File: config.mk
export PLATFORM = sky130hd
export DESIGN_NAME = smcr_control_regs
export DESIGN_NICKNAME = d
export VERILOG_FILES = /design/src/hdl/smcr_control_regs.v /design/src/hdl/smcr_interval_timer.v
export VERILOG_INCLUDE_DIRS = /design/src /design/src/hdl
export SDC_FILE = /design/constraint.sdc
export NUM_CORES = 1
export LEC_CHECK = 0
export BUFFER_PORTS_ARGS = -buffer_cell sky130_fd_sc_hd__buf_2
export CORE_MARGIN = 2
export CORE_UTILIZATION = 40
export CTS_BUF_LIST = sky130_fd_sc_hd__clkbuf_8
export CTS_CLUSTER_SIZE = 20
export DETAILED_ROUTE_END_ITERATION = 8
export SETUP_SLACK_MARGIN = 0.4
export SLEW_MARGIN = 20
export SYNTH_ARGS = -nofsm -noshare
export SYNTH_HDL_FRONTEND = slang
export SYNTH_SLANG_ARGS = --single-unit
File: constraint.sdc
create_clock -name clk_i -period 3.3 [get_ports clk_i]
set_input_delay 0.165 -clock clk_i [delete_from_list [all_inputs] [get_ports clk_i]]
set_output_delay 0.165 -clock clk_i [all_outputs]
set_load 0.1 [all_outputs]
File: src/hdl/smcr_defines.vh
// Register map, field positions, reset values and timing figures of the monitor control block.
`ifndef SMCR_DEFINES_VH
`define SMCR_DEFINES_VH

// Register addresses on the serial register port.
`define SMCR_ADDR_CTRL_ONE 8'h0a
`define SMCR_ADDR_FAULT_DELAY 8'h0b

// Reset values of both control registers.
`define SMCR_CTRL_ONE_RST 8'h00
`define SMCR_FAULT_DELAY_RST 8'h00

// Field positions in the first control register.
`define SMCR_CHAN_LSB 0
`define SMCR_CHAN_MSB 2
`define SMCR_PWRDN_BIT 3
`define SMCR_LCLR_BIT 4
`define SMCR_FUNC_LSB 5
`define SMCR_FUNC_MSB 7

// Field positions in the fault delay register.
`define SMCR_RETRY_SEL_BIT 2
`define SMCR_QUAL_SEL_BIT 3

// Channel select codes.
`define SMCR_SEL_GAIN1 3'h0
`define SMCR_SEL_GAIN4 3'h1
`define SMCR_SEL_GAIN8 3'h2
`define SMCR_SEL_COMMON 3'h3
`define SMCR_SEL_OUTPIN 3'h4
`define SMCR_SEL_SETREF 3'h5
`define SMCR_SEL_TEMP 3'h6
`define SMCR_SEL_SWEEP 3'h7

// Converter channel codes driven to the converter.
`define SMCR_CH_SENSE 3'h0
`define SMCR_CH_COMMON 3'h1
`define SMCR_CH_OUTPIN 3'h2
`define SMCR_CH_SETREF 3'h3
`define SMCR_CH_TEMP 3'h4

// Output function codes.
`define SMCR_FUNC_PLAIN 3'h0
`define SMCR_FUNC_AMP_LATCH 3'h3
`define SMCR_FUNC_CMP_LATCH 3'h7

// Timing figures as printed, and the clock rate.
`define SMCR_CLK_MHZ 250
`define SMCR_QUAL_LONG_US 1000
`define SMCR_QUAL_SHORT_US 100
`define SMCR_RETRY_LONG_MS 50
`define SMCR_RETRY_SHORT_MS 10
`define SMCR_SWEEP_MS 2

// Cycle counts derived from the figures above.
`define SMCR_QUAL_LONG_CYC (`SMCR_QUAL_LONG_US * `SMCR_CLK_MHZ)
`define SMCR_QUAL_SHORT_CYC (`SMCR_QUAL_SHORT_US * `SMCR_CLK_MHZ)
`define SMCR_RETRY_LONG_CYC (`SMCR_RETRY_LONG_MS * 1000 * `SMCR_CLK_MHZ)
`define SMCR_RETRY_SHORT_CYC (`SMCR_RETRY_SHORT_MS * 1000 * `SMCR_CLK_MHZ)
`define SMCR_SWEEP_CYC (`SMCR_SWEEP_MS * 1000 * `SMCR_CLK_MHZ)

`endif

File: src/hdl/smcr_control_regs.v
// Control registers of the sense monitor with converter sequencing and the fault latch.
// Function
// - Select codes 0-2 sample sense at 1x/4x/8x.
// - Code 3 common-mode input, code 4 output pin.
// - Code 5 set reference, code 6 die temperature.
// - Code 7 sweeps all channels every 2ms.
// - Power-down bit 3 shuts down, resets clear.
// - Writing latch clear bit 4 releases latch.
// - Function 000 leaves output plainly following amplifier.
// - Comparator function qualifies, latches high, then retries.
// - Amplifier function regulates, latches high, then retries.
// - Inverting variant reverses timed output polarity.
// - Qualify delay 1ms clear, 100us set.
// - Retry interval 50ms clear, 10ms set.
// - Reset forces both registers to defaults.
// - Retry expiry clears latch, restarts the cycle.
`timescale 1ns/1ps
`include "smcr_defines.vh"
module smcr_control_regs #(
  parameter INVERTING = 0,
  parameter TW = 24,
  parameter QUAL_LONG_CYC = `SMCR_QUAL_LONG_CYC,
  parameter QUAL_SHORT_CYC = `SMCR_QUAL_SHORT_CYC,
  parameter RETRY_LONG_CYC = `SMCR_RETRY_LONG_CYC,
  parameter RETRY_SHORT_CYC = `SMCR_RETRY_SHORT_CYC,
  parameter SWEEP_CYC = `SMCR_SWEEP_CYC
) (
  // Clock and power-on reset.
  input wire clk_i,
  input wire nrst_i,
  // Register port from the serial slave engine.
  input wire reg_wr_i,
  input wire reg_rd_i,
  input wire [7:0] reg_addr_i,
  input wire [7:0] reg_wdata_i,
  output reg [7:0] reg_rdata_o,
  // Converter handshake.
  output wire conv_start_o,
  output reg [2:0] conv_channel_o,
  output reg [1:0] conv_gain_o,
  input wire conv_done_i,
  // Analog trip comparison, sense output above set reference.
  input wire trip_i,
  // Analog and output stage control.
  output reg power_down_o,
  output reg out_force_en_o,
  output reg out_force_level_o,
  output reg latched_o
);

  // Sequencer states of the timed output functions.
  localparam ST_QUAL = 1'b0;
  localparam ST_LATCH = 1'b1;
  // Converter sequencer states.
  localparam CV_IDLE = 2'h0;
  localparam CV_BUSY = 2'h1;
  localparam CV_WAIT = 2'h2;

  reg [7:0] ctrl_one_reg; // Channel, power-down and function fields; clear bit always 0.
  reg [7:0] fault_delay_reg; // Only the two delay selects are kept.
  reg latch_clear_reg; // One-cycle pulse from a write of the clear bit.
  reg trip_meta_reg; // First synchroniser stage.
  reg trip_sync_reg; // Second synchroniser stage.
  reg state_reg; // Qualify or latched.
  reg [1:0] cv_state_reg; // Converter sequencer state.
  reg [2:0] sweep_idx_reg; // Channel index in a sweep.
  reg [1:0] last_gain_reg; // Last sense gain chosen.
  reg start_reg; // Start pulse to the converter.
  reg [2:0] chan_next;
  reg [1:0] gain_next;

  wire [2:0] chan_sel = ctrl_one_reg[`SMCR_CHAN_MSB:`SMCR_CHAN_LSB];
  wire [2:0] func_sel = ctrl_one_reg[`SMCR_FUNC_MSB:`SMCR_FUNC_LSB];
  wire timed_func = (func_sel == `SMCR_FUNC_CMP_LATCH) || (func_sel == `SMCR_FUNC_AMP_LATCH);
  wire sweeping = (chan_sel == `SMCR_SEL_SWEEP);
  wire wr_one = reg_wr_i && (reg_addr_i == `SMCR_ADDR_CTRL_ONE);
  wire wr_two = reg_wr_i && (reg_addr_i == `SMCR_ADDR_FAULT_DELAY);
  wire pol = (INVERTING != 0);

  // Decodes a non-sweep select code into a converter channel.
  function [2:0] chan_of;
    input [2:0] sel;
    begin
      case (sel)
        `SMCR_SEL_COMMON: chan_of = `SMCR_CH_COMMON;
        `SMCR_SEL_OUTPIN: chan_of = `SMCR_CH_OUTPIN;
        `SMCR_SEL_SETREF: chan_of = `SMCR_CH_SETREF;
        `SMCR_SEL_TEMP: chan_of = `SMCR_CH_TEMP;
        default: chan_of = `SMCR_CH_SENSE;
      endcase
    end
  endfunction

  // Register writes; reset forces the defaults.
  always @(posedge clk_i or negedge nrst_i) begin
    if (!nrst_i) begin
      ctrl_one_reg <= `SMCR_CTRL_ONE_RST;
      fault_delay_reg <= `SMCR_FAULT_DELAY_RST;
      latch_clear_reg <= 1'b0;
    end else begin
      latch_clear_reg <= wr_one && reg_wdata_i[`SMCR_LCLR_BIT];
      if (wr_one) begin
        // The clear bit is never stored, so it reads back as zero.
        ctrl_one_reg <= reg_wdata_i & ~(8'h01 << `SMCR_LCLR_BIT);
      end
      if (wr_two) begin
        // Unused bits are ignored and read as zero.
        fault_delay_reg <= reg_wdata_i & ((8'h01 << `SMCR_QUAL_SEL_BIT) |
                                          (8'h01 << `SMCR_RETRY_SEL_BIT));
      end
    end
  end

  // Registered read data; unmapped addresses read zero.
  always @(posedge clk_i or negedge nrst_i) begin
    if (!nrst_i) begin
      reg_rdata_o <= 8'h00;
    end else if (reg_rd_i) begin
      case (reg_addr_i)
        `SMCR_ADDR_CTRL_ONE: reg_rdata_o <= ctrl_one_reg;
        `SMCR_ADDR_FAULT_DELAY: reg_rdata_o <= fault_delay_reg;
        default: reg_rdata_o <= 8'h00;
      endcase
    end
  end

  // Two-stage synchroniser for the analog trip level.
  always @(posedge clk_i or negedge nrst_i) begin
    if (!nrst_i) begin
      trip_meta_reg <= 1'b0;
      trip_sync_reg <= 1'b0;
    end else begin
      trip_meta_reg <= trip_i;
      trip_sync_reg <= trip_meta_reg;
    end
  end

  // Delay selection, counted in clock cycles.
  wire [TW-1:0] qual_load = fault_delay_reg[`SMCR_QUAL_SEL_BIT] ?
    QUAL_SHORT_CYC[TW-1:0] - {{(TW-1){1'b0}}, 1'b1} :
    QUAL_LONG_CYC[TW-1:0] - {{(TW-1){1'b0}}, 1'b1};
  wire [TW-1:0] retry_load = fault_delay_reg[`SMCR_RETRY_SEL_BIT] ?
    RETRY_SHORT_CYC[TW-1:0] - {{(TW-1){1'b0}}, 1'b1} :
    RETRY_LONG_CYC[TW-1:0] - {{(TW-1){1'b0}}, 1'b1};

  wire fault_expired;
  wire qual_done = (state_reg == ST_QUAL) && trip_sync_reg && fault_expired;
  wire retry_done = (state_reg == ST_LATCH) && fault_expired;
  // Reload while qualifying with the trip absent, on every state change and when untimed.
  wire fault_load = !timed_func || latch_clear_reg || qual_done || retry_done ||
                    ((state_reg == ST_QUAL) && !trip_sync_reg);
  wire [TW-1:0] fault_load_val = qual_done ? retry_load : qual_load;

  // Shared timer for the qualify delay and the retry interval.
  smcr_interval_timer #(
    .WIDTH(TW)
  ) u_fault_timer (
    .clk_i(clk_i),
    .nrst_i(nrst_i),
    .load_i(fault_load),
    .load_val_i(fault_load_val),
    .run_i(1'b1),
    .expired_o(fault_expired)
  );

  // Qualify, latch and retry sequence.
  always @(posedge clk_i or negedge nrst_i) begin
    if (!nrst_i) begin
      state_reg <= ST_QUAL;
    end else begin
      case (state_reg)
        ST_QUAL: begin
          // A qualify that completes in the cycle of a clear still latches; the set wins.
          if (timed_func && qual_done) begin
            state_reg <= ST_LATCH;
          end
        end
        ST_LATCH: begin
          if (!timed_func || latch_clear_reg || retry_done) begin
            state_reg <= ST_QUAL;
          end
        end
        default: state_reg <= ST_QUAL;
      endcase
    end
  end

  // Output stage control from the function and sequence state.
  always @(posedge clk_i or negedge nrst_i) begin
    if (!nrst_i) begin
      out_force_en_o <= 1'b0;
      out_force_level_o <= 1'b0;
      latched_o <= 1'b0;
      power_down_o <= 1'b0;
    end else begin
      power_down_o <= ctrl_one_reg[`SMCR_PWRDN_BIT];
      latched_o <= timed_func && (state_reg == ST_LATCH);
      if (!timed_func) begin
        out_force_en_o <= 1'b0;
        out_force_level_o <= pol;
      end else if (state_reg == ST_LATCH) begin
        out_force_en_o <= 1'b1;
        out_force_level_o <= 1'b1 ^ pol;
      end else if (func_sel == `SMCR_FUNC_CMP_LATCH) begin
        out_force_en_o <= 1'b1;
        out_force_level_o <= 1'b0 ^ pol;
      end else begin
        // The amplifier regulates freely while qualifying.
        out_force_en_o <= 1'b0;
        out_force_level_o <= pol;
      end
    end
  end

  // Sweep period timer.
  wire sweep_expired;
  wire sweep_load = !sweeping || sweep_expired;
  smcr_interval_timer #(
    .WIDTH(TW)
  ) u_sweep_timer (
    .clk_i(clk_i),
    .nrst_i(nrst_i),
    .load_i(sweep_load),
    .load_val_i(SWEEP_CYC[TW-1:0] - {{(TW-1){1'b0}}, 1'b1}),
    .run_i(1'b1),
    .expired_o(sweep_expired)
  );

  // Channel and gain for the next conversion.
  always @* begin
    gain_next = last_gain_reg;
    chan_next = chan_of(chan_sel);
    if (sweeping) begin
      chan_next = sweep_idx_reg;
    end else if (chan_sel <= `SMCR_SEL_GAIN8) begin
      gain_next = chan_sel[1:0];
    end
  end

  // Converter sequencer: back-to-back in single mode, one pass per period in sweep.
  always @(posedge clk_i or negedge nrst_i) begin
    if (!nrst_i) begin
      cv_state_reg <= CV_IDLE;
      sweep_idx_reg <= `SMCR_CH_SENSE;
      last_gain_reg <= 2'h0;
      start_reg <= 1'b0;
      conv_channel_o <= `SMCR_CH_SENSE;
      conv_gain_o <= 2'h0;
    end else begin
      start_reg <= 1'b0;
      last_gain_reg <= gain_next;
      case (cv_state_reg)
        CV_IDLE: begin
          if (!ctrl_one_reg[`SMCR_PWRDN_BIT]) begin
            start_reg <= 1'b1;
            conv_channel_o <= chan_next;
            conv_gain_o <= gain_next;
            cv_state_reg <= CV_BUSY;
          end
        end
        CV_BUSY: begin
          if (conv_done_i) begin
            if (sweeping && (sweep_idx_reg != `SMCR_CH_TEMP)) begin
              sweep_idx_reg <= sweep_idx_reg + 3'h1;
              cv_state_reg <= CV_IDLE;
            end else if (sweeping) begin
              sweep_idx_reg <= `SMCR_CH_SENSE;
              cv_state_reg <= CV_WAIT;
            end else begin
              sweep_idx_reg <= `SMCR_CH_SENSE;
              cv_state_reg <= CV_IDLE;
            end
          end
        end
        CV_WAIT: begin
          if (!sweeping || sweep_expired) begin
            cv_state_reg <= CV_IDLE;
          end
        end
        default: cv_state_reg <= CV_IDLE;
      endcase
    end
  end

  assign conv_start_o = start_reg;

endmodule // smcr_control_regs

File: src/hdl/smcr_interval_timer.v
// Loadable down-counter that flags when its interval has run out.
`timescale 1ns/1ps
module smcr_interval_timer #(
  parameter WIDTH = 24
) (
  // Clock and reset.
  input wire clk_i,
  input wire nrst_i,
  // Control.
  input wire load_i,
  input wire [WIDTH-1:0] load_val_i,
  input wire run_i,
  // Status.
  output wire expired_o
);

  reg [WIDTH-1:0] count_reg; // Cycles left in the interval.

  // A load wins over counting; counting stops at zero.
  always @(posedge clk_i or negedge nrst_i) begin
    if (!nrst_i) begin
      count_reg <= {WIDTH{1'b0}};
    end else if (load_i) begin
      count_reg <= load_val_i;
    end else if (run_i && (count_reg != {WIDTH{1'b0}})) begin
      count_reg <= count_reg - {{(WIDTH-1){1'b0}}, 1'b1};
    end
  end

  // The interval has run out while the count rests at zero.
  assign expired_o = (count_reg == {WIDTH{1'b0}});

endmodule // smcr_interval_timer

== After elaboration in Yosys (flattened, before gate mapping) ==
Index checks and enable logic that the tools add are counted.
Cells by class
  $add $sub $neg: 3
  $lt $le $gt $ge: 1
  equality and inequality tests: 15
  muxes and demuxes: 29
  bitwise operators: 2
  reductions and logical operators: 30
Operator list (count)
  24-bit 2-to-1 mux: 6
  24-bit zero test: 2
  24-bit nonzero test: 2
  24-bit by 1-bit subtractor with 24-bit output, second input constant: 2
  18-bit 2-to-1 mux: 1
  8-bit by 4-bit equality test with 1-bit output, second input constant: 2
  8-bit one-hot mux with 2 select lines: 1
  3-bit equality test, second input constant: 5
  2-bit 2-to-1 mux: 7
  3-bit one-hot mux with 4 select lines: 1
  1-bit logical AND: 10
  1-bit 2-to-1 mux: 9
  1-bit logical OR: 7
  3-bit by 2-bit equality test with 1-bit output, second input constant: 2
  3-bit 2-to-1 mux: 2
  2-bit inequality test, second input constant: 3
  2-bit one-hot mux with 3 select lines: 1
  2-bit AND reduction: 2
  2-bit nonzero test: 2
  3-bit by 1-bit adder with 3-bit output, second input constant: 1
  3-bit by 2-bit less-or-equal comparator with 1-bit output, second input constant: 1
  1-bit zero test: 3
  3-bit inequality test, second input constant: 1
  3-bit AND reduction: 1
  other kinds (5): 6
Storage, ports and cells
  register bits: 86
  word-level logic and storage cells: 99

== Depth between registers and ports, before layout ==
Gate-level depths: netlist of run 1.
  depth after elaboration: 8
  depth in mapped cells: 9
  mapped depth without buffers: 7

== Modules after synthesis ==
From an unflattened synthesis of run 1, not the netlist that was laid out.
Unflattened totals
  cell total of the unflattened synthesis: 483
  area, all modules: 4588.2 um^2
By module, submodules not included
  smcr_interval_timer: times used 2, cells each 168, area each 1492.7 um^2, sequential area each 600.6 um^2
  smcr_control_regs: times used 1, cells each 147, area each 1602.8 um^2, sequential area each 900.9 um^2

== Worst setup path after synthesis of run 1 ==
No wires, ideal clock.
  kind: reg2reg
  from: reg u_sweep_timer.count_reg[10]
  to: reg u_sweep_timer.count_reg[20]
  arrival: 2368 ps
  setup slack: 858 ps
  cell stages (with the launch flop): 8
  buffers on the path: 2
  clock period less this slack: 2442 ps
  path through: dfrtp_1 or4_4 or3_1 buf_2 or3_1 buf_2 or4_4 a21oi_2
On the way
  cells in the longest elaborated chain, start to end: 3
  elaborated cells on any way between the ends: 7
  those cells by class: add/sub: 1; mux: 2; reduce/logical: 4
RTL lines
  from (decl): line smcr_interval_timer.v:17  | reg [WIDTH-1:0] count_reg;
  from (signal assigned): line smcr_interval_timer.v:22  | count_reg <= {WIDTH{1'b0}};
  from (signal assigned): line smcr_interval_timer.v:24  | count_reg <= load_val_i;
  from (signal assigned): line smcr_interval_timer.v:26  | count_reg <= count_reg - {{(WIDTH-1){1'b0}}, 1'b1};
  24-bit by 1-bit subtractor with 24-bit output or 24-bit zero test (tied branches): line smcr_interval_timer.v:26, smcr_interval_timer.v:31
  24-bit 2-to-1 mux or 1-bit logical OR (tied branches): line smcr_interval_timer.v:25, smcr_control_regs.v:217
  24-bit 2-to-1 mux or 2-bit nonzero test (tied branches)
Several ways; a longest one is shown, not always the timed one. The select of a mux whose other input is x is not followed.
A chain may end at the register's enable or synchronous reset.

== Worst setup path in the final report of run 1 ==
  from: reg u_fault_timer.count_reg[8]
  to: reg u_fault_timer.count_reg[7]
On the way
  cells in the longest elaborated chain, start to end: 6
  elaborated cells on any way between the ends: 10
  those cells by class: mux: 2; reduce/logical: 8
RTL lines
  from (decl): line smcr_interval_timer.v:17
  from (signal assigned): line smcr_interval_timer.v:22
  from (signal assigned): line smcr_interval_timer.v:24
  from (signal assigned): line smcr_interval_timer.v:26
  24-bit zero test: line smcr_interval_timer.v:31  | assign expired_o = (count_reg == {WIDTH{1'b0}});
  1-bit logical AND: line smcr_control_regs.v:147  | wire qual_done = (state_reg == ST_QUAL) && trip_sync_reg && fault_expired;
  1-bit logical OR (3 in series): line smcr_control_regs.v:150  | wire fault_load = !timed_func || latch_clear_reg || qual_done || retry_done ||
  24-bit 2-to-1 mux or 2-bit nonzero test (tied branches)
Several ways; a longest one is shown, not always the timed one.

==> results of run 1 <==
==> layer usage <==
metal / wire (um) / global-route usage, % / part of all wire, % / vias to the layer above
met4: 55 / 4.308 / 0.77 / 0
met5: 0 / 0 / 0 / -
met1: 3640 / 20.47 / 51 / 1308
met2: 3330 / 23.18 / 47 / 24
li1: - / - / - / 1350
met3: 124 / 3.899 / 1.7 / 6
==> critical path: cells and delay by family (launching register included) <==
family | cells | cell delay (ps)
AND/OR/NAND/NOR | 4 | 1870
AO/OA/AOI/OAI | 1 | 150
flip-flops | 1 | 420
==> power by group through the flow <==
stage / registers, mW / logic (mW) / clock network (mW)
2_1_floorplan: 1.12 / 0.0388 / 0
6_report: 1.06 / 0.123 / 0.713
5_1_grt: 1.07 / 0.134 / 0.792
3_5_place_dp: 1.09 / 0.122 / 0
3_3_place_gp: 1.09 / 0.121 / 0
4_1_cts: 1.06 / 0.124 / 0.745
==> what timing repair did <==
item	CTS	global route
hold buffers	2	1
endpoints found under the hold margin	2	84
setup endpoints to repair	0	0
setup buffers	0	0
==> final cells by class <==
type | instances | area (sq um) | share of cell area (%)
Inverter | 17 | 63.81 | 1.457
Timing Repair Buffer | 44 | 249.0 | 5.684
Clock inverter | 6 | 66.31 | 1.514
Tap cell | 129 | 161.4 | 3.685
Sequential cell | 84 | 2102 | 47.99
Clock buffer | 9 | 123.9 | 2.828
Multi-Input combinational cell | 255 | 1614 | 36.85
==> Yosys cell counts, types with 3 or more instances <==
master / count
a21oi_1: 4
xnor2_1: 28
nor2b_1: 3
nand3_1: 7
nor4_1: 13
clkbuf_1: 9
o22ai_1: 3
and2_1: 3
ha_1: 6
o31ai_1: 7
or3_1: 13
o21ai_0: 18
nand2_1: 37
nand3b_1: 3
inv_1: 17
xor2_1: 10
dfrtp_1: 84
nor3_1: 11
mux2_2: 11
nor2_1: 44
==> worst min-delay path by stage <==
stage	end	slack [ps]	cells after the start
4_1_cts	ctrl_one_reg[1]$_DFFE_PN0P_	30	2
5_1_grt	ctrl_one_reg[5]$_DFFE_PN0P_	30	2
3_5_place_dp	trip_meta_reg$_DFF_PN0_	280	1
2_1_floorplan	conv_channel_o[0]$_DFFE_PN0P_	-130	0
6_report	ctrl_one_reg[1]$_DFFE_PN0P_	50	2
3_3_place_gp	trip_meta_reg$_DFF_PN0_	280	1
==> cell usage in the layout (no fill, tap or decap), types with 3 or more instances in the layout <==
| master | netlist | final |
|---|---|---|
| buf_4 | 2 | 3 |
| dfrtp_1 | 84 | 84 |
| ha_1 | 6 | 6 |
| nor3_1 | 11 | 11 |
| xnor2_1 | 28 | 28 |
| inv_1 | 17 | 17 |
| or3_1 | 13 | 13 |
| mux2_2 | 11 | 11 |
| and2_1 | 3 | 3 |
| dlygate4sd3_1 | 0 | 3 |
| nand3_1 | 7 | 7 |
| nor2_1 | 44 | 44 |
| nand2_1 | 37 | 37 |
| nand3b_1 | 3 | 3 |
| o31ai_1 | 7 | 7 |
| o21ai_0 | 18 | 18 |
| buf_2 | 2 | 37 |
| xor2_1 | 10 | 10 |
| clkinvlp_4 | 0 | 3 |
| nor2b_1 | 3 | 3 |
| a21oi_1 | 4 | 4 |
| clkbuf_8 | 0 | 9 |
| nor4_1 | 13 | 13 |
| o22ai_1 | 3 | 3 |
==> stage by stage <==
step	cells	setup WS, ps	hold slack [ps]	power, mW	area, sq um
3_3_place_gp	526	822.3	275.8	1.206	4156
2_1_floorplan	369	858.4	-130.6	1.158	3839
6_report	544	736.0	47.90	1.901	4380
4_1_cts	543	716.6	28.80	1.934	4367
5_1_grt	544	539.3	25.94	1.994	4380
3_5_place_dp	526	745.7	277.6	1.207	4156
==> logic make-up after synthesis <==
| kind of cell | Yosys count | share of synthesized area, % |
|---|---|---|
| compound gates | 47 | 7.986 |
| xor+xnor | 38 | 8.670 |
| fa+ha+maj | 6 | 1.956 |
| buf+inv | 30 | 3.194 |
| flops | 84 | 54.76 |
| mux | 13 | 3.748 |
| other cells | 1 | 0.09769 |
| simple gates | 150 | 19.59 |
==> reports/qor.yml, run 1 <==
layout:
  synthToLayoutAreaGrowth_pct: 14.11
  nets: 439
  drive_above_1_share_pct: 17.59
  post-route-util_pct: 47.18
  num-fill-cells: 885
  diodes: 0
routing:
  ant_nets: 0
  post_drt_wl_per_cell_um: 13.14
  dr.pass1.iters: 4
  avgViaCountPerCell: 4.941
  drcViolationCount: 0
  drt_wl_total_um: 7150
  vias: 2688
  drtIter0Drc: 101
power:
  vdd_drop_max_mv: 0.1917
  netSwitchingPower_mw: 0.4724
  p_int_mw: 1.428
  p_clk_share_pct: 37.5
  power_density_nw_per_um2: 433.9
  leakage_nw: 1.833
  combPwrFrac_pct: 6.5
  netSwitchingFraction_pct: 24.85
  p_seq_share_pct: 56.0
clock_network:
  clk_latency_ps: 350
  cts_root_buf: "clkbuf_8"
  cts_resized: 0
  clock-sinks: 84
  clock_path_buffers: 2
  cts_made_buffers: 9
  clkTransAtPathRegs_ps: 90
  cts_tree: "yes"
  h-tree-depth: 3
sta:
  fin_crit_ps: 2564
  clock_skew_ps: 14.27
  setup_viol: 0
  hold_viol_final: 0
  maxSlewViolCount: 0
  fin_tns_setup_ps: 0
  timing.final.crit_share_pct: 77.70
  relSlewSlack_pct: 47.73
  fmax_mhz: 390.0
  worst_pin_slew_ps: 782.4
  rsz0062_at_grt: "false"
setup_path:
  r2r-start: "u_fault_timer.count_reg[8]$_DFFE_PN0P_"
  required_ps: 3520
  path_cells: "nor4_2, nand4b_1, or3_1, or2_2, a21boi_0"
  reg2reg_slack_ps: 740
  startpoint_type: "flop"
  r2r_cells: 5
  crit_fanout: 10
  r2r_end: "u_fault_timer.count_reg[7]$_DFFE_PN0P_"
  critPathCapture: "u_fault_timer.count_reg[7]$_DFFE_PN0P_"
  crit_arrival_ps: 2780
  slowest_stage: "or3_1"
  worstSetupPathType: "flop to flop"
  startpoint: "u_fault_timer.count_reg[8]$_DFFE_PN0P_"
  critPathCaptureType: "flop"
  cpPeakStageDelay_ps: 620
hold_path:
  min_path_type: "input pin to flop"
  hp-start: "reg_wdata_i[1]"
synthesis:
  synth_top_area_share_pct: 54.76
  ys_seq_elements: 84
  async_flop_share_pct: 100.0
  ys_warn_count: 0
  yosysSeqAreaShare_pct: 54.76
  synth_cell_types: 47
  synth.cell_area_sq_um: 3839
  synth_edf_count: 0
  synth_top_cell_by_area: "dfrtp_1"
  synth_fp_nets: 397
  synth-main-ff-cell: "dfrtp_1"
  avgSynthCellArea_sq_um: 10.40
  synth.top_cells.by_area: "dfrtp_1 55%, xnor2_1 6.4%, nor2_1 4.3%"
  syn_inst: 369
global_routing:
  grt-ovfl-total: 0
  grt_pass1_vias: 2656
  grt_first_pass_wirelength_um: 12230
  grt_max_degree: 85
  track_usage_pct: 14.83
  antenna_found_initial: 0
floorplanning:
  die_area_sq_um: 10400
  num_rows: 35
  start_util_pct: 41.35
  die_w_um: 102.0
  die_y_um: 102.0
  io_pins: 40
  core_sq_um: 9284
job:
  maxCapViolCount: 0
outcome:
  outcome: "finished, final reports clean"
placement:
  numPortBuffers: 38
  dp_hpwl_um: 5006
  gp_congestion: 0.8349
(Power assumes the default switching activity.)
==> inputs of run 2 (changes only) <==
--- a/config.mk
+++ b/config.mk
@@ -6,6 +6,7 @@
 export SDC_FILE = /design/constraint.sdc
 export NUM_CORES = 1
 export LEC_CHECK = 0
+export ABC_AREA = 1
 export BUFFER_PORTS_ARGS = -buffer_cell sky130_fd_sc_hd__buf_2
 export CORE_MARGIN = 2
 export CORE_UTILIZATION = 40
==> constraint.sdc (replaced) <==
create_clock -name clk_i -period 2.6 [get_ports clk_i]
set_input_delay 0.13 -clock clk_i [delete_from_list [all_inputs] [get_ports clk_i]]
set_output_delay 0.13 -clock clk_i [all_outputs]
set_load 0.1 [all_outputs]
==> run 2 against run 1 <==
  * Clock power up 40%
  * Setup slack better by 97 ps
  * First-iteration DRC count up 86%
  * Final cell count up 34%
  * Clock skew up 0.81 ps
  * Via count up 34%
  * Maximum frequency up 45%
  * Wire length up 32%
  * Synthesized area up 13%
==> reports/qor.yml, run 2 <==
synthesis:
  synth.cell_area_sq_um: 4325  # was 3839 sq um
  yosys-top-cells-count: "128 x nand2_1, 98 x nor2_1, 84 x dfrtp_1, 48 x inv_1, 37 x nand3_1"  # was 84 x dfrtp_1, 44 x nor2_1, 37 x nand2_1, 28 x xnor2_1, 18 x o21ai_0
  synth_top_cell_by_area: "dfrtp_1"  # unchanged
  synth_edf_count: 0  # unchanged
  synthAdderAreaFrac_pct: 1.736  # was 1.956%
  avgSynthCellArea_sq_um: 8.025  # was 10.40 sq um
  synth_mux_area_share_pct: 0  # was 3.748%
  synth_top_area_share_pct: 48.60  # was 54.76%
  synthSimpleGateAreaFrac_pct: 31.44  # was 19.59%
  async_flop_share_pct: 100.0  # unchanged
  synth-main-ff-cell: "dfrtp_1"  # unchanged
  synth_fp_nets: 567  # was 397
  syn_inst: 539  # was 369
  yosys.cell_count.top_type: "nand2_1"  # was dfrtp_1
  ys_seq_elements: 84  # unchanged
  synth_compound_area_share_pct: 8.331  # was 7.986%
  ys_warn_count: 0  # unchanged
  synth_top_family_by_area: "simple AND/OR/NAND/NOR gates"  # unchanged
  synth_cell_types: 37  # was 47
  yosysSeqAreaShare_pct: 48.60  # was 54.76%
  synthXorXnorAreaFrac_pct: 4.050  # was 8.670%
  synth.top_cells.by_area: "dfrtp_1 49%, nand2_1 11%, nor2_1 8.5%"  # was dfrtp_1 55%, xnor2_1 6.4%, nor2_1 4.3%
floorplanning:
  die_w_um: 108.0  # was 102.0 um
  die_area_sq_um: 11660  # was 10,400 sq um
  io_pins: 40  # unchanged
  die_y_um: 108.0  # was 102.0 um
  num_rows: 37  # was 35
  core_sq_um: 10420  # was 9284 sq um
  start_util_pct: 41.53  # was 41.35%
setup_path:
  slowest_stage: "dfrtp_1"  # was or3_1
  r2r_end: "u_sweep_timer.count_reg[10]$_DFFE_PN0P_"  # was u_fault_timer.count_reg[7]$_DFFE_PN0P_
  cpPeakStageDelay_ps: 430  # was 620 ps
  startpoint_type: "flop"  # unchanged
  worstSetupPathType: "flop to flop"  # unchanged
  reg2reg_slack_ps: 830  # was 740 ps
  cp.buffers_inverters: 1  # was 0
  crit_fanout: 19  # was 10
  path_delay_family: "simple AND/OR/NAND/NOR gates"  # unchanged
  crit_arrival_ps: 2030  # was 2780 ps
  r2r_cells: 8  # was 5
  r2r-start: "u_sweep_timer.count_reg[4]$_DFFE_PN0P_"  # was u_fault_timer.count_reg[8]$_DFFE_PN0P_
  path_cells: "nor2_1, nand2_1, nor2_1, nand3_1, nand2_2, inv_1, nand2_1, nor2_1"  # was nor4_2, nand4b_1, or3_1, or2_2, a21boi_0
  required_ps: 2870  # was 3520 ps
  crit_top_cell: "nor2_1"
  critPathCaptureType: "flop"  # unchanged
hold_path:
  hold_path_end: "ctrl_one_reg[2]$_DFFE_PN0P_"  # was ctrl_one_reg[1]$_DFFE_PN0P_
  hp-start: "reg_wdata_i[2]"  # was reg_wdata_i[1]
  hold-path-cell-count: 3  # was 2
  min_path_type: "input pin to flop"  # unchanged
global_routing:
  antenna_found_initial: 0  # unchanged
  grt-ovfl-total: 0  # unchanged
  grt_max_degree: 85  # unchanged
  grt_first_pass_wirelength_um: 16240  # was 12,230 um
  grt_pass1_vias: 3472  # was 2,656
  track_usage_pct: 17.61  # was 14.83%
placement:
  gp_congestion: 0.8473  # was 0.8349
  numPortBuffers: 38  # unchanged
  dp_hpwl_um: 6863  # was 5006 um
routing:
  vias: 3614  # was 2,688
  post_drt_wl_per_cell_um: 12.92  # was 13.14 um
  drt_wl_total_um: 9434  # was 7150 um
  avgViaCountPerCell: 4.951  # was 4.941
  drtIter0Drc: 188  # was 101
  ant_nets: 0  # unchanged
  drcViolationCount: 0  # unchanged
  dr.pass1.iters: 5  # was 4
sta:
  clock_skew_ps: 15.08  # was 14.27 ps
  fin_tns_setup_ps: 0  # unchanged
  rsz0062_at_grt: "false"  # unchanged
  relSlewSlack_pct: 48.59  # was 47.73%
  fmax_mhz: 565.9  # was 390.0 MHz
  maxSlewViolCount: 0  # unchanged
  fin_crit_ps: 1767  # was 2564 ps
  worst_pin_slew_ps: 771.1  # was 782.4 ps
  setup_viol: 0  # unchanged
  timing.final.crit_share_pct: 67.96  # was 77.70%
  hold_viol_final: 0  # unchanged
power:
  netSwitchingPower_mw: 1.155  # was 0.4724 mW
  p_clk_share_pct: 30.9  # was 37.5%
  finalPower_mw: 3.239  # was 1.901 mW
  power_density_nw_per_um2: 658.5  # was 433.9 nW/um^2
  leakage_nw: 2.344  # was 1.833 nW
  p_seq_share_pct: 47.0  # was 56.0%
  vdd_drop_max_mv: 0.5009  # was 0.1917 mV
  netSwitchingFraction_pct: 35.67  # was 24.85%
  p_int_mw: 2.084  # was 1.428 mW
  combPwrFrac_pct: 22.1  # was 6.5%
job:
  maxCapViolCount: 0  # unchanged
layout:
  most-common-layout-cells: "128 x nand2_1, 98 x nor2_1, 84 x dfrtp_1"  # was 84 x dfrtp_1, 44 x nor2_1, 37 x nand2_1, 37 x buf_2, 28 x xnor2_1
  nets: 617  # was 439
  drive_above_1_share_pct: 13.64  # was 17.59%
  diodes: 0  # unchanged
  synthToLayoutAreaGrowth_pct: 13.71  # was 14.11%
  final_common_cell: "nand2_1"  # was dfrtp_1
clock_network:
  clk_latency_ps: 360  # was 350 ps
  cts_tree: "yes"  # unchanged
  cts_root_buf: "clkbuf_8"  # unchanged
  post_cts_buffers: 0  # unchanged
  clkTransAtPathRegs_ps: 100  # was 90 ps
  clock-sinks: 84  # unchanged
  clock_path_buffers: 2  # unchanged
  cts_resized: 0  # unchanged
  h-tree-depth: 3  # unchanged
  hold_buffers: 7  # was 2
  cts_made_buffers: 9  # unchanged
outcome:
  outcome: "finished, final reports clean"  # unchanged
==> run 2: tightest hold or removal path, stage by stage <==
cell and delay, ps:
buf_2 100, nand2_1 50, o21ai_0 60
==> run 2: cell type report <==
type / instances / area, sq um
fill: 983 / 5498
multi-input combinational: 399 / 1974
timing repair buffer: 45 / 266.5
clock inverter: 6 / 75.07
tap: 136 / 170.2
clock buffer: 10 / 137.6
inverter: 50 / 192.7
sequential: 84 / 2102
==> run 2: power groups by stage <==
stage / combinational, mW / sequential, mW / clock, mW
after global routing: 0.790 / 1.54 / 1.09
final: 0.716 / 1.52 / 1.00
after CTS: 0.723 / 1.52 / 1.04
after detailed placement: 0.712 / 1.55 / 0
after global placement: 0.703 / 1.54 / 0
after floorplan: 0.309 / 1.77 / 0
==> run 2: per-stage QoR <==
stage          worst slack [ps]  hold WS (ps)  util [%]  std cells  instance area, sq um
2_1_floorplan              1146        -165.6         -        539                  4325
3_3_place_gp              887.1         239.7     44.47        707                  4632
3_5_place_dp              821.7         240.6     44.47        707                  4632
4_1_cts                   811.3         2.664     47.18        730                  4915
5_1_grt                   630.0         17.25     47.22        730                  4918
6_report                  833.0         16.46     47.22        730                  4918
==> run 2: cells by family (layout without fill, tap and decap cells) <==
logic type / count (synthesis) / after routing
compound gates: 66 / 66
xor+xnor: 20 / 20
fa+ha+maj: 6 / 6
buf+inv: 56 / 111
flops: 84 / 84
other cells: 1 / 1
simple gates: 306 / 306
==> run 2: worst max-delay path by stage <==
stage	start	to	slack (ps)	cells after the start
after floorplan	latched_o$_DFF_PN0_	out_force_level_o	1150	1
after global placement	u_sweep_timer.count_reg[12]$_DFFE_PN0P_	u_sweep_timer.count_reg[10]$_DFFE_PN0P_	890	8
after detailed placement	u_sweep_timer.count_reg[4]$_DFFE_PN0P_	u_sweep_timer.count_reg[10]$_DFFE_PN0P_	820	8
after CTS	u_sweep_timer.count_reg[4]$_DFFE_PN0P_	u_sweep_timer.count_reg[10]$_DFFE_PN0P_	810	8
after global routing	u_sweep_timer.count_reg[4]$_DFFE_PN0P_	u_sweep_timer.count_reg[10]$_DFFE_PN0P_	630	8
final	u_sweep_timer.count_reg[4]$_DFFE_PN0P_	u_sweep_timer.count_reg[10]$_DFFE_PN0P_	830	8
==> run 2: layer usage <==
metal	global-route usage (%)	part of all wire, %	wire length [um]	vias up
met5	0	0	0	-
met4	4.853	1.0	99	0
met3	3.797	3.5	333	8
met2	28.57	47	4395	61
met1	23.95	49	4606	1713
li1	-	-	-	1832
==> inputs of run 3 (changes only) <==
--- a/config.mk
+++ b/config.mk
@@ -6,7 +6,7 @@
 export SDC_FILE = /design/constraint.sdc
 export NUM_CORES = 1
 export LEC_CHECK = 0
-export ABC_AREA = 1
+export ABC_AREA = 0
 export BUFFER_PORTS_ARGS = -buffer_cell sky130_fd_sc_hd__buf_2
 export CORE_MARGIN = 2
 export CORE_UTILIZATION = 40
==> constraint.sdc (replaced) <==
create_clock -name clk_i -period 1.4 [get_ports clk_i]
set_input_delay 0.07 -clock clk_i [delete_from_list [all_inputs] [get_ports clk_i]]
set_output_delay 0.07 -clock clk_i [all_outputs]
set_load 0.1 [all_outputs]
==> run 3 against run 2 <==
  * The run now ends with negative setup slack left
  * Setup slack got worse by 1800 ps
  * Final cell count fell by 6.2%
  * First-iteration DRC count down 55%
  * Clock power grew 62%
  * Sequential share of layout area decreased by 9.6 points
  * Utilization rose by 22 points
  * Final area is 30% higher
==> reports/qor.yml, run 3 (synthesis gave the netlist of run 1 again) <==
setup_path:
  critPathCaptureType: "flop"  # unchanged
  r2r_cells: 5  # was 8
  r2r_end: "u_sweep_timer.count_reg[20]$_DFFE_PN0P_"  # was u_sweep_timer.count_reg[10]$_DFFE_PN0P_
  startpoint_type: "flop"  # unchanged
  required_ps: 1670  # was 2870 ps
  r2r-start: "u_sweep_timer.count_reg[12]$_DFFE_PN0P_"  # was u_sweep_timer.count_reg[4]$_DFFE_PN0P_
  crit_fanout: 3  # was 19
  crit_arrival_ps: 2610  # was 2030 ps
  reg2reg_slack_ps: -940  # was 830 ps
  worstSetupPathType: "flop to flop"  # unchanged
sta:
  maxSlewViolCount: 0  # unchanged
  fin_tns_setup_ps: -34350  # was 0 ps
  fin_crit_ps: 2336  # was 1767 ps
  relSlewSlack_pct: 66.64  # was 48.59%
  rsz0062_at_grt: "true"  # was false
  hold_viol_final: 0  # unchanged
  finalWorstSetupSlack_ps: -936.1  # was 833.0 ps
  worst_pin_slew_ps: 499.0  # was 771.1 ps
  clock_skew_ps: 13.72  # was 15.08 ps
  timing.final.crit_share_pct: 166.9  # was 67.96%
  fmax_mhz: 428.1  # was 565.9 MHz
  setup_viol: 50  # was 0
power:
  p_seq_share_pct: 53.9  # was 47.0%
  combPwrFrac_pct: 11.6  # was 22.1%
  vdd_drop_max_mv: 0.5468  # was 0.5009 mV
  p_clk_share_pct: 34.6  # was 30.9%
  netSwitchingFraction_pct: 26.60  # was 35.67%
  netSwitchingPower_mw: 1.242  # was 1.155 mW
  p_int_mw: 3.427  # was 2.084 mW
  power_density_nw_per_um2: 730.6  # was 658.5 nW/um^2
  leakage_nw: 2.766  # was 2.344 nW
clock_network:
  clock_path_buffers: 2  # unchanged
  cts_made_buffers: 9  # unchanged
  clk_latency_ps: 350  # was 360 ps
  h-tree-depth: 3  # unchanged
  cts_tree: "yes"  # unchanged
  cts_root_buf: "clkbuf_8"  # unchanged
  clkTransAtPathRegs_ps: 90  # was 100 ps
  clock-sinks: 84  # unchanged
routing:
  ant_nets: 0  # unchanged
  drt_wl_total_um: 10860  # was 9434 um
  dr.pass1.iters: 4  # was 5
  post_drt_wl_per_cell_um: 15.85  # was 12.92 um
  drcViolationCount: 0  # unchanged
  vias: 3431  # was 3,614
  drtIter0Drc: 84  # was 188
  avgViaCountPerCell: 5.009  # was 4.951
placement:
  gp_congestion: 0.8340  # was 0.8473
  dpl_worst_slack_ps: -978.5  # was 821.7 ps
  dp.cells: 624  # was 707
  dp_hpwl_um: 6173  # was 6863 um
  numPortBuffers: 38  # unchanged
global_routing:
  grt_max_degree: 33  # was 85
  grt_use_met1_pct: 24.44  # was 23.95%
  grt.met3_usage_pct: 3.488  # was 3.797%
  antenna_found_initial: 0  # unchanged
  met2_usage_pct: 36.34  # was 28.57%
  grt.busiest_layer: "met2"  # unchanged
  grt-ovfl-total: 0  # unchanged
  track_usage_pct: 19.84  # was 17.61%
  grt_first_pass_wirelength_um: 16390  # was 16,240 um
  grt_pass1_vias: 3514  # was 3,472
floorplanning:
  die_area_sq_um: 10400  # was 11,660 sq um
  core_sq_um: 9284  # was 10,420 sq um
  start_util_pct: 41.35  # was 41.53%
  io_pins: 40  # unchanged
  die_y_um: 102.0  # was 108.0 um
  die_w_um: 102.0  # was 108.0 um
  num_rows: 35  # was 37
layout:
  final_common_cell: "buf_4"  # was nand2_1
  diodes: 0  # unchanged
  ff_latch_area_sq_um: 2118  # was 2102 sq um
  num-fill-cells: 640  # was 983
  multi_input_area_sq_um: 2140  # was 1974 sq um
  synthToLayoutAreaGrowth_pct: 66.49  # was 13.71%
  drive_above_1_share_pct: 51.08  # was 13.64%
  most-common-layout-cells: "102 x buf_4, 73 x dfrtp_1, 38 x nor2_1"  # was 128 x nand2_1, 98 x nor2_1, 84 x dfrtp_1
  nets: 579  # was 617
  layout.cells.non_filler: 685  # was 730
hold_path:
  hp-start: "conv_done_i"  # was reg_wdata_i[2]
  min_path_type: "input pin to flop"  # unchanged
  hold_path_end: "cv_state_reg[0]$_DFFE_PN0P_"  # was ctrl_one_reg[2]$_DFFE_PN0P_
  hold-path-cell-count: 3  # unchanged
outcome:
  outcome: "complete, but fails checks"  # was finished, final reports clean
  violations: "negative setup slack"
job:
  maxCapViolCount: 0  # unchanged
## run 3: cell count changes in the layout (fill, tap and decap cells not counted), moves of 21 or more
cell | before | now
o21ai_0 | 33 | 7
buf_4 | 0 | 102
buf_12 | 0 | 21
nand2_1 | 128 | 30
inv_1 | 48 | 16
nor2_1 | 98 | 38
nand3_1 | 37 | 6
buf_6 | 1 | 28
## run 3: metal layers
| layer | vias up | routed length (um) |
|---|---|---|
| met1 | 1748 | 4458 |
| met4 | 0 | 136 |
| met3 | 12 | 179 |
| met5 | - | 0 |
| met2 | 34 | 6081 |
| li1 | 1637 | - |
## run 3: final cells by class
| class | count | area share [%] |
|---|---|---|
| Clock inverter | 6 | 0.7244 |
| Timing Repair Buffer | 183 | 26.94 |
| Inverter | 17 | 1.038 |
| Clock buffer | 10 | 2.153 |
| Sequential cell | 84 | 33.14 |
| Multi-Input combinational cell | 256 | 33.48 |
| Tap cell | 129 | 2.525 |
## run 3: through the flow
step                      hold slack [ps]  total power, mW  utilization [%]  instance area (sq um)
after floorplan                    -225.6            2.743                -                   3971
after global placement              40.24            2.907            53.73                   4989
after detailed placement            34.20            2.913            53.73                   4989
after CTS                           25.90            4.639            65.34                   6066
after global routing                25.07            4.834            68.84                   6391
final                               29.28            4.670            68.84                   6391
## run 3: timing repair
| item | CTS | global route |
|---|---|---|
| gates cloned | 2 | 0 |
| setup endpoints to repair | 76 | 87 |
| resized for setup | 145 | 49 |
| buffers inserted | 22 | 9 |
| pin swaps | 27 | 13 |
| endpoints found under the hold margin | 61 | 0 |
| hold buffers | 12 | 0 |
## run 3: critical path, stage by stage, from the launching register on
cell,delay [ps]
dfrtp_1,390
or4_4,540
or3_4,360
or3_4,390
or4_4,430
a21oi_2,150
## run 3: power by group through the flow
stage / sequential [mW] / combinational (mW) / clock (mW)
6_report: 2.51 / 0.539 / 1.62
3_5_place_dp: 2.55 / 0.367 / 0
5_1_grt: 2.52 / 0.573 / 1.74
2_1_floorplan: 2.64 / 0.104 / 0
3_3_place_gp: 2.54 / 0.364 / 0
4_1_cts: 2.51 / 0.477 / 1.65
## run 3: how the worst max path moves through the flow
stage | from | to | slack, ps
final | u_sweep_timer.count_reg[12]$_DFFE_PN0P_ | u_sweep_timer.count_reg[20]$_DFFE_PN0P_ | -940
after global routing | u_sweep_timer.count_reg[12]$_DFFE_PN0P_ | u_sweep_timer.count_reg[20]$_DFFE_PN0P_ | -980
after CTS | u_sweep_timer.count_reg[12]$_DFFE_PN0P_ | u_sweep_timer.count_reg[20]$_DFFE_PN0P_ | -900
after detailed placement | u_sweep_timer.count_reg[12]$_DFFE_PN0P_ | u_sweep_timer.count_reg[18]$_DFFE_PN0P_ | -980
after global placement | u_sweep_timer.count_reg[12]$_DFFE_PN0P_ | u_sweep_timer.count_reg[20]$_DFFE_PN0P_ | -870
after floorplan | u_sweep_timer.count_reg[10]$_DFFE_PN0P_ | u_sweep_timer.count_reg[20]$_DFFE_PN0P_ | -1040
